--- config.mk ---
export PLATFORM = sky130hd
export DESIGN_NAME = mda_top
export DESIGN_NICKNAME = d
export VERILOG_FILES = /design/src/mda_pkg.sv /design/src/mda_top.sv /design/src/mda_arbiter.sv
export SDC_FILE = /design/constraint.sdc
export NUM_CORES = 1
export LEC_CHECK = 0
export BUFFER_PORTS_ARGS = -buffer_cell sky130_fd_sc_hd__buf_2
export CAP_MARGIN = 15
export CORE_UTILIZATION = 50
export DETAILED_ROUTE_END_ITERATION = 10
export HOLD_SLACK_MARGIN = 0.15
export PLACE_DENSITY = 0.69
export SYNTH_ARGS = -nofsm -noshare
export SYNTH_HDL_FRONTEND = slang
export SYNTH_SLANG_ARGS = --single-unit
--- constraint.sdc ---
create_clock -name mclk -period 5.4 [get_ports mclk]
set_clock_uncertainty 0.1 [all_clocks]
set_input_delay 1.08 -clock mclk [delete_from_list [all_inputs] [get_ports mclk]]
set_output_delay 1.08 -clock mclk [all_outputs]
set_load 0.03 [all_outputs]
--- src/mda_pkg.sv ---
// shared constants and types of the multi-channel dma arbiter
package mda_pkg;

	// ****************************************************************
	// channel count and fixed channel roles
	// ****************************************************************
	localparam int NCH = 32;
	localparam logic [4:0] CH_ASYNC_RX = 5'h08; // async_serial_port_zero receive
	localparam logic [4:0] CH_ASYNC_TX = 5'h09;
	localparam logic [4:0] CH_SYNC_RX  = 5'h0A; // sync_serial_receive_path
	localparam logic [4:0] CH_SYNC_TX  = 5'h0B; // sync_serial_transmit_path
	localparam logic [4:0] CH_SOFTWARE = 5'h1E;

	// ****************************************************************
	// register byte offsets on the avalon slave
	// ****************************************************************
	localparam logic [7:0] OFS_ENA_SET   = 8'h00;
	localparam logic [7:0] OFS_ENA_CLR   = 8'h04;
	localparam logic [7:0] OFS_PRIO_SET  = 8'h08;
	localparam logic [7:0] OFS_PRIO_CLR  = 8'h0C;
	localparam logic [7:0] OFS_BONLY_SET = 8'h10;
	localparam logic [7:0] OFS_BONLY_CLR = 8'h14;
	localparam logic [7:0] OFS_MASK_SET  = 8'h18;
	localparam logic [7:0] OFS_MASK_CLR  = 8'h1C;
	localparam logic [7:0] OFS_SWREQ     = 8'h20;
	localparam logic [7:0] OFS_TBL_BASE  = 8'h24;
	localparam logic [7:0] OFS_ALT_SEL   = 8'h28;
	localparam logic [7:0] OFS_STATUS    = 8'h2C;

	// ****************************************************************
	// reset values
	// ****************************************************************
	localparam logic       RST_WAITREQ = 1'b1;
	localparam logic [1:0] RST_SIZE    = 2'h2;

	// ****************************************************************
	// control table and control word layout
	// ****************************************************************
	localparam logic [3:0] TBL_SRC = 4'h0;
	localparam logic [3:0] TBL_DST = 4'h4;
	localparam logic [3:0] TBL_CTL = 4'h8;
	localparam int CW_MODE_LSB = 0;
	localparam int CW_CNT_LSB  = 4;
	localparam int CW_ARB_LSB  = 14;
	localparam int CW_SSZ_LSB  = 24;
	localparam int CW_SINC_LSB = 26;
	localparam int CW_DSZ_LSB  = 28;
	localparam int CW_DINC_LSB = 30;
	localparam logic [3:0] ARB_LOG_MAX = 4'hA;
	localparam logic [1:0] MODE_STOP  = 2'h0;
	localparam logic [1:0] MODE_BASIC = 2'h1;
	localparam logic [1:0] MODE_AUTO  = 2'h2;
	localparam logic [1:0] MODE_PING  = 2'h3;
	localparam logic [1:0] INC_NONE   = 2'h3;

	// ****************************************************************
	// engine states
	// ****************************************************************
	typedef enum logic [3:0] {
		ST_IDLE, ST_ARB, ST_FSRC, ST_FDST, ST_FCTL, ST_RD, ST_WR, ST_WB
	} mda_state_t;

endpackage

--- src/mda_top.sv ---
// dma channel arbiter and transfer engine with avalon register slave
//
// Decided for this implementation: the register offsets and the Avalon-MM interface to the registers.
`timescale 1ns/1ps

module mda_top (
	input  wire logic        mclk,
	input  wire logic        rstn,
	input  wire logic        ce,
	input  wire logic [5:0]  avs_address,
	input  wire logic        avs_read,
	input  wire logic        avs_write,
	input  wire logic [31:0] avs_writedata,
	input  wire logic [3:0]  avs_byteenable,
	output logic [31:0]      avs_readdata,
	output logic             avs_waitrequest,
	input  wire logic [31:0] singleReq,
	input  wire logic [31:0] burstReq,
	input  wire logic        cpuBusy,
	output logic             sysReq,
	output logic             sysWe,
	output logic [31:0]      sysAddr,
	output logic [31:0]      sysWdata,
	output logic [1:0]       sysSize,
	input  wire logic        sysAck,
	input  wire logic [31:0] sysRdata,
	output logic [31:0]      chanDone
);
	localparam int CW = 10;

	typedef struct packed {
		mda_pkg::mda_state_t st;
		logic [31:0] ena;
		logic [31:0] prio;
		logic [31:0] bonly;
		logic [31:0] mask;
		logic [31:0] swp;
		logic [31:0] alt;
		logic [21:0] base;
		logic [4:0]  ch;
		logic        isBurst;
		logic        ping;
		logic        fin;
		logic [31:0] srcEnd;
		logic [31:0] dstEnd;
		logic [31:0] cw;
		logic [31:0] data;
		logic [10:0] left;
		logic        sysReq;
		logic        sysWe;
		logic [31:0] sysAddr;
		logic [31:0] sysWdata;
		logic [1:0]  sysSize;
		logic [31:0] done;
		logic        waitreq;
		logic [31:0] rdata;
	} mda_eng_t;

	mda_eng_t r;
	mda_eng_t n;
	logic [31:0] elig;
	logic [31:0] wm;
	logic [31:0] wd;
	logic [7:0]  ofs;
	logic [31:0] tbl;
	logic [CW-1:0] cnt;
	logic        xfer;
	logic        acc;
	logic        gntValid;
	logic [4:0]  gntIdx;
	logic [10:0] arbN;
	logic [10:0] remN;

	// ****************************************************************
	// helpers
	// ****************************************************************

	// items per grant, encoded as a power of two up to 1024
	function automatic logic [10:0] arbItems(input logic [31:0] w);
		logic [3:0] lg;
		lg = w[mda_pkg::CW_ARB_LSB +: 4];
		if (lg > mda_pkg::ARB_LOG_MAX)
			lg = mda_pkg::ARB_LOG_MAX;
		arbItems = 11'h001 << lg;
	endfunction

	// end pointers are inclusive, so the item address counts back from the end
	function automatic logic [31:0] addrOf(input logic [31:0] endp, input logic [CW-1:0] c,
		input logic [1:0] inc);
		if (inc == mda_pkg::INC_NONE)
			addrOf = endp;
		else
			addrOf = endp - ({22'h0, c} << inc);
	endfunction

	// ****************************************************************
	// arbitration
	// ****************************************************************

	// channel roles are fixed by wiring; any channel may also be software driven
	assign elig = r.ena & ((~r.mask & (burstReq | (singleReq & ~r.bonly))) | r.swp);

	mda_arbiter #(
		.N (mda_pkg::NCH)
	) u_arb (
		.mclk     (mclk),
		.rstn     (rstn),
		.ce       (ce),
		.eligible (elig),
		.highPrio (r.prio),
		.gntValid (gntValid),
		.gntIdx   (gntIdx)
	);

	// ****************************************************************
	// engine and register slave
	// ****************************************************************

	assign tbl = {r.base, r.alt[r.ch], r.ch, 4'h0};
	assign cnt = r.cw[mda_pkg::CW_CNT_LSB +: CW];
	assign xfer = r.sysReq & sysAck;
	assign wm = {{8{avs_byteenable[3]}}, {8{avs_byteenable[2]}},
		{8{avs_byteenable[1]}}, {8{avs_byteenable[0]}}};
	assign wd = avs_writedata & wm;
	assign ofs = {avs_address, 2'b00};
	assign acc = (avs_read | avs_write) & ~r.waitreq;
	assign arbN = arbItems(sysRdata);
	assign remN = {1'b0, sysRdata[mda_pkg::CW_CNT_LSB +: CW]} + 11'h001;

	// bus requests drop whenever the processor wants the bus, so it never waits
	always_comb
	begin
		n = r;
		n.sysReq = 1'b0;
		n.sysWe = 1'b0;
		n.done = '0;
		n.waitreq = mda_pkg::RST_WAITREQ;
		case (r.st)
			mda_pkg::ST_IDLE:
			begin
				if (|elig)
					n.st = mda_pkg::ST_ARB;
			end
			mda_pkg::ST_ARB:
			begin
				if (gntValid)
				begin
					n.ch = gntIdx;
					n.isBurst = burstReq[gntIdx] | r.swp[gntIdx];
					n.st = mda_pkg::ST_FSRC;
				end
				else
					n.st = mda_pkg::ST_IDLE;
			end
			mda_pkg::ST_FSRC, mda_pkg::ST_FDST:
			begin
				if (xfer)
				begin
					if (r.st == mda_pkg::ST_FSRC)
					begin
						n.srcEnd = sysRdata;
						n.st = mda_pkg::ST_FDST;
					end
					else
					begin
						n.dstEnd = sysRdata;
						n.st = mda_pkg::ST_FCTL;
					end
				end
				else if (!cpuBusy)
				begin
					n.sysReq = 1'b1;
					n.sysAddr = tbl | {28'h0, (r.st == mda_pkg::ST_FSRC) ?
						mda_pkg::TBL_SRC : mda_pkg::TBL_DST};
					n.sysSize = mda_pkg::RST_SIZE;
				end
			end
			mda_pkg::ST_FCTL:
			begin
				if (xfer)
				begin
					n.cw = sysRdata;
					n.ping = sysRdata[1:0] == mda_pkg::MODE_PING;
					n.fin = 1'b0;
					if (sysRdata[mda_pkg::CW_MODE_LSB +: 2] == mda_pkg::MODE_STOP)
					begin
						n.ena[r.ch] = 1'b0; // stop mode disables the channel
						n.st = mda_pkg::ST_IDLE;
					end
					else
					begin
						if (!r.isBurst)
							n.left = 11'h001;
						else
							n.left = (arbN < remN) ? arbN : remN;
						n.st = mda_pkg::ST_RD;
					end
				end
				else if (!cpuBusy)
				begin
					n.sysReq = 1'b1;
					n.sysAddr = tbl | {28'h0, mda_pkg::TBL_CTL};
					n.sysSize = mda_pkg::RST_SIZE;
				end
			end
			mda_pkg::ST_RD:
			begin
				if (xfer)
				begin
					n.data = sysRdata;
					n.st = mda_pkg::ST_WR;
				end
				else if (!cpuBusy)
				begin
					n.sysReq = 1'b1;
					n.sysAddr = addrOf(r.srcEnd, cnt, r.cw[mda_pkg::CW_SINC_LSB +: 2]);
					n.sysSize = r.cw[mda_pkg::CW_SSZ_LSB +: 2];
				end
			end
			mda_pkg::ST_WR:
			begin
				if (xfer)
				begin
					n.left = r.left - 11'h001;
					if (cnt == '0)
					begin
						n.fin = 1'b1;
						n.cw[mda_pkg::CW_MODE_LSB +: 2] = mda_pkg::MODE_STOP;
						n.st = mda_pkg::ST_WB;
					end
					else
					begin
						n.cw[mda_pkg::CW_CNT_LSB +: CW] = cnt - 10'h001;
						n.st = (r.left == 11'h001) ? mda_pkg::ST_WB : mda_pkg::ST_RD;
					end
				end
				else if (!cpuBusy)
				begin
					n.sysReq = 1'b1;
					n.sysWe = 1'b1;
					n.sysAddr = addrOf(r.dstEnd, cnt, r.cw[mda_pkg::CW_DINC_LSB +: 2]);
					n.sysWdata = r.data;
					n.sysSize = r.cw[mda_pkg::CW_DSZ_LSB +: 2];
				end
			end
			mda_pkg::ST_WB:
			begin
				if (xfer)
				begin
					if (r.fin)
					begin
						n.done[r.ch] = 1'b1;
						n.swp[r.ch] = 1'b0;
						if (r.ping)
							n.alt[r.ch] = ~r.alt[r.ch];
						else
							n.ena[r.ch] = 1'b0;
					end
					n.st = mda_pkg::ST_IDLE;
				end
				else if (!cpuBusy)
				begin
					n.sysReq = 1'b1;
					n.sysWe = 1'b1;
					n.sysAddr = tbl | {28'h0, mda_pkg::TBL_CTL};
					n.sysWdata = r.cw;
					n.sysSize = mda_pkg::RST_SIZE;
				end
			end
			default:
				n.st = mda_pkg::ST_IDLE;
		endcase

		// register reads are captured when waitrequest drops
		if ((avs_read | avs_write) && r.waitreq)
		begin
			n.waitreq = 1'b0;
			n.rdata = '0;
			if (avs_read)
			begin
				case (ofs)
					mda_pkg::OFS_ENA_SET:   n.rdata = r.ena;
					mda_pkg::OFS_PRIO_SET:  n.rdata = r.prio;
					mda_pkg::OFS_BONLY_SET: n.rdata = r.bonly;
					mda_pkg::OFS_MASK_SET:  n.rdata = r.mask;
					mda_pkg::OFS_SWREQ:     n.rdata = r.swp;
					mda_pkg::OFS_TBL_BASE:  n.rdata = {r.base, 10'h000};
					mda_pkg::OFS_ALT_SEL:   n.rdata = r.alt;
					mda_pkg::OFS_STATUS:
						n.rdata = {23'h0, r.st != mda_pkg::ST_IDLE, 3'h0, r.ch};
					default:                n.rdata = '0;
				endcase
			end
		end

		// software sets come last so they win over a hardware clear
		if (acc && avs_write)
		begin
			case (ofs)
				mda_pkg::OFS_ENA_SET:   n.ena = n.ena | wd;
				mda_pkg::OFS_ENA_CLR:   n.ena = n.ena & ~wd;
				mda_pkg::OFS_PRIO_SET:  n.prio = r.prio | wd;
				mda_pkg::OFS_PRIO_CLR:  n.prio = r.prio & ~wd;
				mda_pkg::OFS_BONLY_SET: n.bonly = r.bonly | wd;
				mda_pkg::OFS_BONLY_CLR: n.bonly = r.bonly & ~wd;
				mda_pkg::OFS_MASK_SET:  n.mask = r.mask | wd;
				mda_pkg::OFS_MASK_CLR:  n.mask = r.mask & ~wd;
				mda_pkg::OFS_SWREQ:     n.swp = n.swp | wd;
				mda_pkg::OFS_TBL_BASE:  n.base = (r.base & ~wm[31:10]) | wd[31:10];
				default:                n.ena = n.ena;
			endcase
		end
	end

	// all state freezes while the clock enable is low
	always_ff @(posedge mclk or negedge rstn)
	begin
		if (!rstn)
		begin
			r <= '0;
			r.waitreq <= mda_pkg::RST_WAITREQ;
			r.sysSize <= mda_pkg::RST_SIZE;
		end
		else if (ce)
			r <= n;
	end

	// ****************************************************************
	// outputs
	// ****************************************************************
	assign avs_readdata = r.rdata;
	assign avs_waitrequest = r.waitreq;
	assign sysReq = r.sysReq;
	assign sysWe = r.sysWe;
	assign sysAddr = r.sysAddr;
	assign sysWdata = r.sysWdata;
	assign sysSize = r.sysSize;
	assign chanDone = r.done;
endmodule

--- src/mda_arbiter.sv ---
// registered two-level fixed-priority channel arbiter
`timescale 1ns/1ps

module mda_arbiter #(
	parameter int N = 32
) (
	input  wire logic                 mclk,
	input  wire logic                 rstn,
	input  wire logic                 ce,
	input  wire logic [N-1:0]         eligible,
	input  wire logic [N-1:0]         highPrio,
	output logic                      gntValid,
	output logic [$clog2(N)-1:0]      gntIdx
);
	typedef struct packed {
		logic                 valid;
		logic [$clog2(N)-1:0] idx;
		logic [N-1:0]         eligPast;
		logic [N-1:0]         prioPast;
	} mda_arb_t;

	mda_arb_t r;
	mda_arb_t n;
	logic [N-1:0] pool;

	// lowest set bit wins, so channel 0 ranks first
	function automatic logic [$clog2(N)-1:0] lowestIdx(input logic [N-1:0] v);
		lowestIdx = '0;
		for (int i = N - 1; i >= 0; i--)
		begin
			if (v[i])
				lowestIdx = i[$clog2(N)-1:0];
		end
	endfunction

	// high-priority requesters shadow all default ones
	always_comb
	begin
		n = r;
		pool = (|(eligible & highPrio)) ? (eligible & highPrio) : eligible;
		n.valid = |eligible;
		n.idx = lowestIdx(pool);
		n.eligPast = eligible;
		n.prioPast = highPrio;
	end

	always_ff @(posedge mclk or negedge rstn)
	begin
		if (!rstn)
			r <= '0;
		else if (ce)
			r <= n;
	end

	assign gntValid = r.valid;
	assign gntIdx = r.idx;
endmodule

## Word-level counts from Yosys, hierarchy flattened

Index checks and enable logic that the tools add are counted.

- Output and inout bits: 133
- Word-level logic and storage cells: 272
- Input bits: 145
- Register bits: 504

- Order comparisons: 5
- Equality and inequality tests: 43
- $add $sub $neg: 5
- Multiplexer cells: 116
- Bitwise logic cells: 33
- Reductions and logical operators: 38
- Shift operators: 3

Operators with widths:

| operator | count |
|---|---|
| $mux W32 | 18 |
| $pmux W32 S2 | 6 |
| $and A32 B32 Y32 | 11 |
| $mux W68 | 4 |
| $pmux W32 S8 | 1 |
| $or A32 B32 Y32 | 7 |
| $mux W64 | 3 |
| $mux W160 | 1 |
| $mux W5 | 32 |
| $pmux W32 S5 | 1 |
| $not A32 Y32 | 4 |
| $mux W36 | 2 |
| $reduce_or A32 Y1 | 2 |
| $shl A10 B2 Y32 | 2 |
| $sub A32 B32 Y32 | 2 |
| $mux W11 | 5 |
| $ne A2 B2 Y1 const B | 20 |
| $mux W33 | 1 |
| $bwmux W32 | 1 |
| $or A32 B3 Y32 | 1 |
| $pmux W4 S7 | 1 |
| $eq A6 B3 Y1 const B | 4 |
| $eq A6 B4 Y1 const B | 4 |
| $and A22 B22 Y22 | 1 |
| other kinds (54) | 109 |

## Longest topological paths before layout

Gate-level depths: netlist of the first run.

- Depth in word-level cells: 41
- Mapped depth: 17
- Depth with buffers taken out: 16

## Hierarchy

Synthesis of the first run repeated with hierarchy kept, for this count alone.

- Cell total of the unflattened synthesis: 3034
- Area, all modules: 28446.0 um^2

By module, submodules not included:

| module | instances | sequential area each (um^2) | cells an instance | area an instance (um^2) |
|---|---|---|---|---|
| mda_top | 1 | 12439.4 | 2881 | 27361.2 |
| mda_arbiter | 1 | 150.1 | 153 | 1084.8 |

## Least setup slack after synthesis of the first run

OpenSTA, ideal clock, no wires.

- Path kind: register to register
- Start point: register r[207] (netlist name)
- End point: register r (netlist bit sysAddr[28])
- Clock period less this slack: 3.950 ns
- Slack: 1.450 ns
- Arrival: 3.712 ns
- Stages on the path, launching flop included: 18
- Path buffers: 2
- Setup time: 0.138 ns
- Data required time: 5.162 ns
- Path through: dfrtp_1 -> clkbuf_1 -> clkbuf_1 -> nor3_1 -> ha_1 -> inv_1 -> fa_1 -> a21o_1 -> a21oi_1 -> o21ai_0 -> a2111o_1 -> a31oi_1 -> a21oi_1 -> nor2_1 -> nand2_1 -> xnor2_1 -> a222oi_1 -> o21ai_0

- Word-level cells in the longest chain between the ends: 6
- Elaborated cells on any way between the ends: 7
- Those cells by class: add/sub (1); eq/ne (1); shift (1); mux (4)

Ends and longest elaborated chain:

| element | line | text |
|---|---|---|
| from (decl) | mda_top.sv:59 | `mda_eng_t r;` |
| from (signal assigned) | mda_top.sv:325 | `r <= n;` |
| $shl A10 B2 Y32 | mda_top.sv:93 | `addrOf = endp - ({22'h0, c} << inc);` |
| $sub A32 B32 Y32 | mda_top.sv:93 |  |
| $mux W32 (*) | mda_top.sv:90 | `if (inc == mda_pkg::INC_NONE)` |
| $mux W68 (*) | mda_top.sv:237 | `else if (!cpuBusy)` |
| $mux W68 (*) | mda_top.sv:222 | `if (xfer)` |
| $pmux W32 S5 (*) | mda_top.sv:138 | `case (r.st)` |

Mark *: on every way between the ends. The rest lies on a longest branch, timed or not. The select of a mux whose other input is x is not followed.
A chain may end at the register's enable or synchronous reset.

## Worst setup path in the final report of the first run

Ends and elaborated chain as after synthesis.

==> implementation parameters, run 1 <==
Parameter                              Value

Synth
  Post-Syn Nets    ~3300
  Syn avg cell area    slightly above 9 um^2
  Number of flops mapped to enable cells by yosys    0
  Mux share of post-synthesis cell area    0.109
  Ranking of synthesized cells by area    dfrtp_1, mux2_2, o21ai_0, nor2_1, a21oi_1
  Share of the yosys chip area belonging to registers    0.440
  Proportion of netlist area held by the largest area contributor    0.438
  Warning count from the yosys run    0
  Post-Syn Area    around 0.029 mm^2
  Synthesized-area fraction occupied by xor and xnor cells    0.0184
  Combinational family with the most area after synthesis    compound AO/OA/AOI/OAI gates
  Synthesized instance count    3071
  Simple-gate area share of the yosys netlist    0.149
  Cell type with the highest aggregate area in the netlist    dfrtp_1
  Fraction of registers with async set or reset after synthesis    1.00
  FF+latch count, synth    between 500 and 600
  Count of unique library cells instantiated by Yosys    69
  Synthesized-area fraction occupied by ao, oa, aoi and oai cells    0.198
  Adder-cell share of the synthesized area    0.0189
  Commonest register cell after synthesis    dfrtp_1

Placement
  Half-perimeter wire length after placement    74200 um
  Weighted congestion reported at the end of routability-driven placement    just under 1
  Number of placed instances, taps included    3845
  Total of buffers placed on input and output ports    approximately 280

Global route
  Number of global-route vias before repair    roughly 25000
  First-pass GRT wire length    approximately 160000 um
  Remaining Overflow, GRT    0
  Number of antenna violations at the first check in global routing    3
  Maximum number of pins on one net before global-route repair    between 100 and 150
  Overall track demand over capacity in global routing    0.358

Pwr
  Peak ir drop on the vdd network    approximately 0.25 mV
  Standby leakage power    between 0.01 and 0.015 uW
  Overall power of the completed layout    about 13000 uW
  Power density relative to cell area    395 mW/mm^2

Drt
  Total iterations of the first detailed-routing run    6
  Routed via count divided by cell count    about 6.5
  Total wire length    about 100000 um
  Average detailed-routed wire length per instance    between 20 and 30 um
  Residual DRC    0
  Drt initial violations    3357
  Number of nets with antenna violations after routing    0
  Via count    25500

Cells and area
  Net count, final    3334
  Most frequent cells in the layout    dfrtp_1, nor2_1, buf_2, o21ai_0, nand2_1
  Post-route insts no fill    approximately 3900
  Fill cell count    approximately 4900
  Synthesis-to-finish area growth    10.8%
  Fraction of final layout cells with drive strength greater than 1    0.218
  Leading cell type in the layout, fill and taps excluded    dfrtp_1

Setup path
  Required time of the critical path    approximately 5.8 ns
  CP Depth    15
  Kind of critical path    reg -> reg
  Beginning of the critical path    r[207]$_DFFE_PN0P_
  Critical path arrival    roughly 4.9 ns
  FF-to-FF Start    r[207]$_DFFE_PN0P_
  Worst setup EP type    register
  Critical path's top delay family    compound AO/OA/AOI/OAI gates
  Startpoint class of the critical path    register
  Worst Setup EP    sysAddr[28]$_DFFE_PN0P_
  Minimum setup slack among reg-to-reg paths    0.90 ns
  Cell chain of the critical path    nor3_1 -> ha_1 -> inv_1 -> fa_1 -> a21o_1 -> a21oi_1 -> o21ai_0 -> a2111o_1 -> a31oi_1 -> a21oi_1 -> nor2_1 -> nand2_1 -> xnor2_1 -> a222oi_1 -> o21ai_0
  Depth of the most critical reg-to-reg path    15
  Top fanout value on the critical path    18
  Buffer and inverter count on the worst path    1
  Largest stage delay on the critical path    approximately 0.6 ns
  Slowest library cell on the worst path    dfrtp_1
  Reg-to-Reg End    sysAddr[28]$_DFFE_PN0P_

Timing
  Max Clock Freq    about 220 MHz
  RSZ-0062 raised after global routing    false
  Measured slew at the worst slew-check pin    approximately 1.2 ns
  Final setup violating endpoints    0
  Worst slew margin relative to its limit    0.186
  Total negative slack for setup checks    0 ns
  Number of slew-limit violations in the final report    0
  Count of endpoints failing hold in the final timing report    0
  Final min period    between 4 and 5 ns
  Final clock period utilization by the worst path    0.834

CTS
  Resized cells post-CTS    0
  CTS buffer count    55
  Number of sinks driven by the clock tree    503
  Clock-pin slew reported for the worst setup and hold paths after clock tree synthesis    around 0.060 ns
  Maximum clock path buffer count    3
  Clock H-tree levels    2
  TritonCTS clock tree    built
  Insertion delay of the later-clocked pin in the worst-skew pair    between 0.6 and 0.7 ns
  Number of hold buffers added after cts    0
  Setup fix buffers added after clock tree synthesis    0
  Root buffer cell    clkbuf_16

Floorplan
  Initial core utilization    0.507
  Num rows    87
  Die area    0.0582 mm^2
  Vert. Die Dim    241 um
  Core Area    around 0.056 mm^2
  Boundary Pins    278
  Die Span X    ~240 um

Min path
  Path category of the worst min-delay check    reg -> reg

Run
  Number of maximum-capacitance constraint violations    0

Run status
  Result of the run    complete, no violations
cell usage after synthesis (33+ instances only):
| library cell | n |
|---|---|
| a21oi_1 | 239 |
| a22o_1 | 42 |
| a22oi_1 | 60 |
| buf_4 | 130 |
| clkbuf_1 | 165 |
| dfrtp_1 | 501 |
| ha_1 | 40 |
| inv_1 | 65 |
| mux2_2 | 164 |
| mux2i_1 | 88 |
| nand2_1 | 255 |
| nand2b_1 | 41 |
| nand3_1 | 38 |
| nor2_1 | 349 |
| nor2b_1 | 45 |
| nor3_1 | 47 |
| o2111ai_1 | 36 |
| o21ai_0 | 275 |
| o2bb2ai_1 | 33 |
| or2_2 | 48 |
| xnor2_1 | 35 |
report_power, final:
group          switching [uW]  internal [uW]  leakage, uW
combinational            2300           1450      0.00682
clock                    1630           2270     0.000925
sequential                698           4200      0.00685
registers in the layout, indices dropped and copies added (netlist names), 2 cells and up:
| register | flops |
|---|---|
| sysWdata | 32 |
| chanDone | 32 |
| cnt | 10 |
| sysSize | 2 |
| sysAddr | 32 |
| avs_readdata | 32 |
| r | 354 |
| u_arb.gntIdx | 5 |
through the flow:
| stage | hold WS, ns | util | setup WS [ns] | instance area [um^2] |
|---|---|---|---|---|
| after detailed placement | 0.362 | 0.528 | 0.896 | 29800 |
| final | 0.371 | 0.561 | 0.896 | 31700 |
| after CTS | 0.377 | 0.561 | 1.00 | 31700 |
| after global placement | 0.357 | 0.528 | 0.928 | 29800 |
| after global routing | 0.400 | 0.561 | 0.663 | 31700 |
| after floorplan | 0.345 | - | 1.45 | 28600 |
worst min path at each step:
stage / start / endpoint / cells past startpoint
final: sysWdata[9]$_DFFE_PN0P_ / sysWdata[9]$_DFFE_PN0P_ / 2
after global routing: chanDone[15]$_DFFE_PN0P_ / chanDone[15]$_DFFE_PN0P_ / 1
after CTS: r[199]$_DFFE_PN0P_ / r[199]$_DFFE_PN0P_ / 2
after detailed placement: r[199]$_DFFE_PN0P_ / r[199]$_DFFE_PN0P_ / 2
after global placement: r[199]$_DFFE_PN0P_ / r[199]$_DFFE_PN0P_ / 2
after floorplan: r[178]$_DFFE_PN0P_ / r[178]$_DFFE_PN0P_ / 2
worst register-to-register path: stages, from the launching register on:
cell	delay (ns)
dfrtp_1	0.60
nor3_1	0.27
ha_1	0.19
inv_1	0.06
fa_1	0.43
a21o_1	0.19
a21oi_1	0.21
o21ai_0	0.15
a2111o_1	0.48
a31oi_1	0.35
a21oi_1	0.29
nor2_1	0.37
nand2_1	0.12
xnor2_1	0.14
a222oi_1	0.28
o21ai_0	0.12
logic make-up (layout without fill, tap and decap cells):
family,Yosys count,after routing
mux,270,270
xor+xnor,60,60
fa+ha+maj,42,42
other cells,0,1
compound gates,887,887
flops,503,503
simple gates,928,928
buf+inv,381,500
cell type report:
class	count	area (um^2)	area share
multi-input combinational	2187	14200	0.448
sequential	503	12600	0.397
tap	756	946	0.0298
clock inverter	25	265	0.00836
timing repair buffer	333	1870	0.0589
antenna	1	2.50	0.0000789
clock buffer	75	1600	0.0505
inverter	67	251	0.00793
per-layer routing:
layer,routed length (um),global-route usage
met1,43000,0.506
met2,44000,0.511
met3,12400,0.0997
met4,4660,0.157
met5,10,0
(Power assumes the default switching activity.)
==> inputs of run 2 (changes only) <==
clock period = 4.2 ns   (was 5.4 ns; I/O delays follow)
==> run 2 against run 1 <==
Effect of this change: critical path depth fell by 1; worst hold slack got worse by 0.027 ns; count of clock-buffer cells in the layout rose by 4; core utilization rose by 0.81 points; sequential share of layout area fell by 0.56 points; routed wire length rose by 0.65%; fmax rose by 12%; critical endpoint is now sysAddr[13]$_DFFE_PN0P_.
==> implementation parameters, run 2 (same netlist as run 1, synthesis figures left out) <==
Parameter                              Value

Timing
  Count of endpoints failing hold in the final timing report    0 (unchanged)
  Measured slew at the worst slew-check pin    1.16 ns (was 1.22 ns)
  Total negative slack for setup checks    0 ns (unchanged)
  Worst slew margin relative to its limit    0.219 (was 0.186)
  Final setup violating endpoints    0 (unchanged)
  Max Clock Freq    248 MHz (was 222 MHz)
  Final min period    4.03 ns (was 4.50 ns)
  Number of slew-limit violations in the final report    0 (unchanged)
  Final clock period utilization by the worst path    0.959 (was 0.834)
  RSZ-0062 raised after global routing    false (unchanged)

CTS
  Setup fix buffers added after clock tree synthesis    0 (unchanged)
  Number of sinks driven by the clock tree    503 (unchanged)
  Insertion delay of the later-clocked pin in the worst-skew pair    0.65 ns (was 0.62 ns)
  Maximum clock path buffer count    3 (unchanged)
  Clock-pin slew reported for the worst setup and hold paths after clock tree synthesis    0.06 ns (about the same)
  Clock H-tree levels    2 (unchanged)
  CTS buffer count    54 (was 55)
  TritonCTS clock tree    built (unchanged)
  Root buffer cell    clkbuf_16 (unchanged)

Setup path
  Worst setup EP type    register (unchanged)
  Depth of the most critical reg-to-reg path    14 (was 15)
  Required time of the critical path    4.59 ns (was 5.77 ns)
  Critical path arrival    4.42 ns (was 4.88 ns)
  Kind of critical path    reg -> reg (unchanged)
  Startpoint class of the critical path    register (unchanged)
  Top fanout value on the critical path    10 (was 18)

Pwr
  Clock network fraction of design power    0.305 (was 0.311)
  Internal power    10100 uW (was 7920 uW)
  Peak ir drop on the vdd network    0.355 mV (was 0.253 mV)
  Switching power total    5960 uW (was 4620 uW)
  Part of the power in combinational logic    0.310 (was 0.299)
  Net Sw Frac    0.370 (was 0.369)
  Overall power of the completed layout    16100 uW (was 12500 uW)
  Standby leakage power    0.0148 uW (was 0.0146 uW)
  Power density relative to cell area    500 mW/mm^2 (was 395 mW/mm^2)
  Proportion of power drawn by flip-flops and latches    0.385 (was 0.390)

Drt
  Number of nets with antenna violations after routing    0 (unchanged)
  Total iterations of the first detailed-routing run    6 (unchanged)
  Routed via count divided by cell count    6.43 (was 6.45)
  Drt initial violations    3498 (was 3357)
  Total wire length    105000 um (was 104000 um)
  Average detailed-routed wire length per instance    26.2 um (was 26.4 um)
  Via count    25700 (was 25500)
  Residual DRC    0 (unchanged)

Placement
  Total of buffers placed on input and output ports    277 (unchanged)
  Half-perimeter wire length after placement    75600 um (was 74200 um)
  Weighted congestion reported at the end of routability-driven placement    0.984 (was 0.985)

Floorplan
  Die area    0.0582 mm^2 (unchanged)
  Die Span X    241 um (unchanged)
  Vert. Die Dim    241 um (unchanged)
  Initial core utilization    0.507 (unchanged)
  Core Area    0.0565 mm^2 (unchanged)
  Num rows    87 (unchanged)
  Boundary Pins    278 (unchanged)

Cells and area
  Largest register FFs    354 (unchanged)
  Fill cell count    4931 (was 4945)
  Net count, final    3387 (was 3334)
  Fraction of final layout cells with drive strength greater than 1    0.230 (was 0.218)
  Register containing the most flip-flops in the final layout    r (unchanged)
  Leading cell type in the layout, fill and taps excluded    dfrtp_1 (unchanged)
  Synthesis-to-finish area growth    12.4% (was 10.8%)
  Most frequent cells in the layout    dfrtp_1, nor2_1, buf_2, o21ai_0, nand2_1 (unchanged)
  Ant diodes    0 (was 1)

Global route
  Number of antenna violations at the first check in global routing    7 (was 3)
  First-pass GRT wire length    156000 um (was 155000 um)
  Overall track demand over capacity in global routing    0.359 (was 0.358)
  Number of global-route vias before repair    24400 (was 24500)
  Maximum number of pins on one net before global-route repair    99 (was 135)
  Remaining Overflow, GRT    0 (unchanged)

Min path
  Path category of the worst min-delay check    in -> reg (was reg -> reg)
  Worst hold path stage count    2 (unchanged)

Run
  Number of maximum-capacitance constraint violations    0 (unchanged)

Run status
  Result of the run    complete, no violations (unchanged)
-- run 2: worst paths after layout --
check,slack (ns),endpoint,startpoint
setup reg to reg,0.17,sysAddr[13]$_DFFE_PN0P_,r[202]$_DFFE_PN0P_
hold reg to reg,0.37,sysWdata[11]$_DFFE_PN0P_,sysWdata[11]$_DFFE_PN0P_
hold / removal,0.34,r[293]$_DFFE_PN0P_,avs_writedata[23]
min in group asynchronous,0.72,sysWdata[9]$_DFFE_PN0P_,rstn
setup / recovery,0.17,sysAddr[13]$_DFFE_PN0P_,r[202]$_DFFE_PN0P_
max in group asynchronous,2.22,r[474]$_DFFE_PN0P_,rstn
-- run 2: final cells by class --
type	instances	area, um^2	area share
Multi-Input combinational cell	2187	14200	0.441
Clock buffer	79	1630	0.0505
Sequential cell	503	12600	0.391
Inverter	67	251	0.00782
Clock inverter	20	200	0.00622
Timing Repair Buffer	387	2360	0.0734
Tap cell	756	946	0.0294
-- run 2: metrics by stage --
step | cell area (um^2) | util | instances | hold WS, ns | worst slack (ns)
after floorplan | 28600 | - | 3071 | 0.345 | 0.250
after global placement | 30300 | 0.537 | 3899 | 0.356 | 0.230
after detailed placement | 30300 | 0.537 | 3899 | 0.362 | 0.166
after CTS | 32200 | 0.569 | 3999 | 0.329 | 0.165
after global routing | 32200 | 0.570 | 3999 | 0.343 | 0.0120
final | 32200 | 0.570 | 3999 | 0.344 | 0.172
-- run 2: repair_timing --
item	in CTS	in global routing
hold buffers	1	0
resized for setup	0	7
endpoints found under the hold margin	68	0
setup endpoints to repair	0	15
-- run 2: critical path: stages (launching register included) --
cell       delay (ns)
dfrtp_1          0.48
buf_4            0.23
nand2_1          0.07
o22a_1           0.19
ha_1             0.33
o21ai_0          0.14
a21oi_1          0.21
o21ai_0          0.13
a21boi_0         0.43
o2111ai_1        0.21
a31oi_1          0.45
a31o_2           0.40
xnor2_1          0.12
a222oi_1         0.28
o21ai_0          0.13
-- run 2: power by group through the flow --
stage,Sequential (uW),Combinational (uW),Clock (uW)
detailed placement,6250,4800,0
global route,6250,5390,5170
global placement,6230,4720,0
finish,6200,5000,4910
CTS,6170,4830,4960
floorplan,5860,3570,0
-- run 2: metal layers --
metal	track usage	part of all wire
met3	0.0796	0.11
met1	0.526	0.43
met2	0.518	0.43
met5	0	0
met4	0.131	0.037
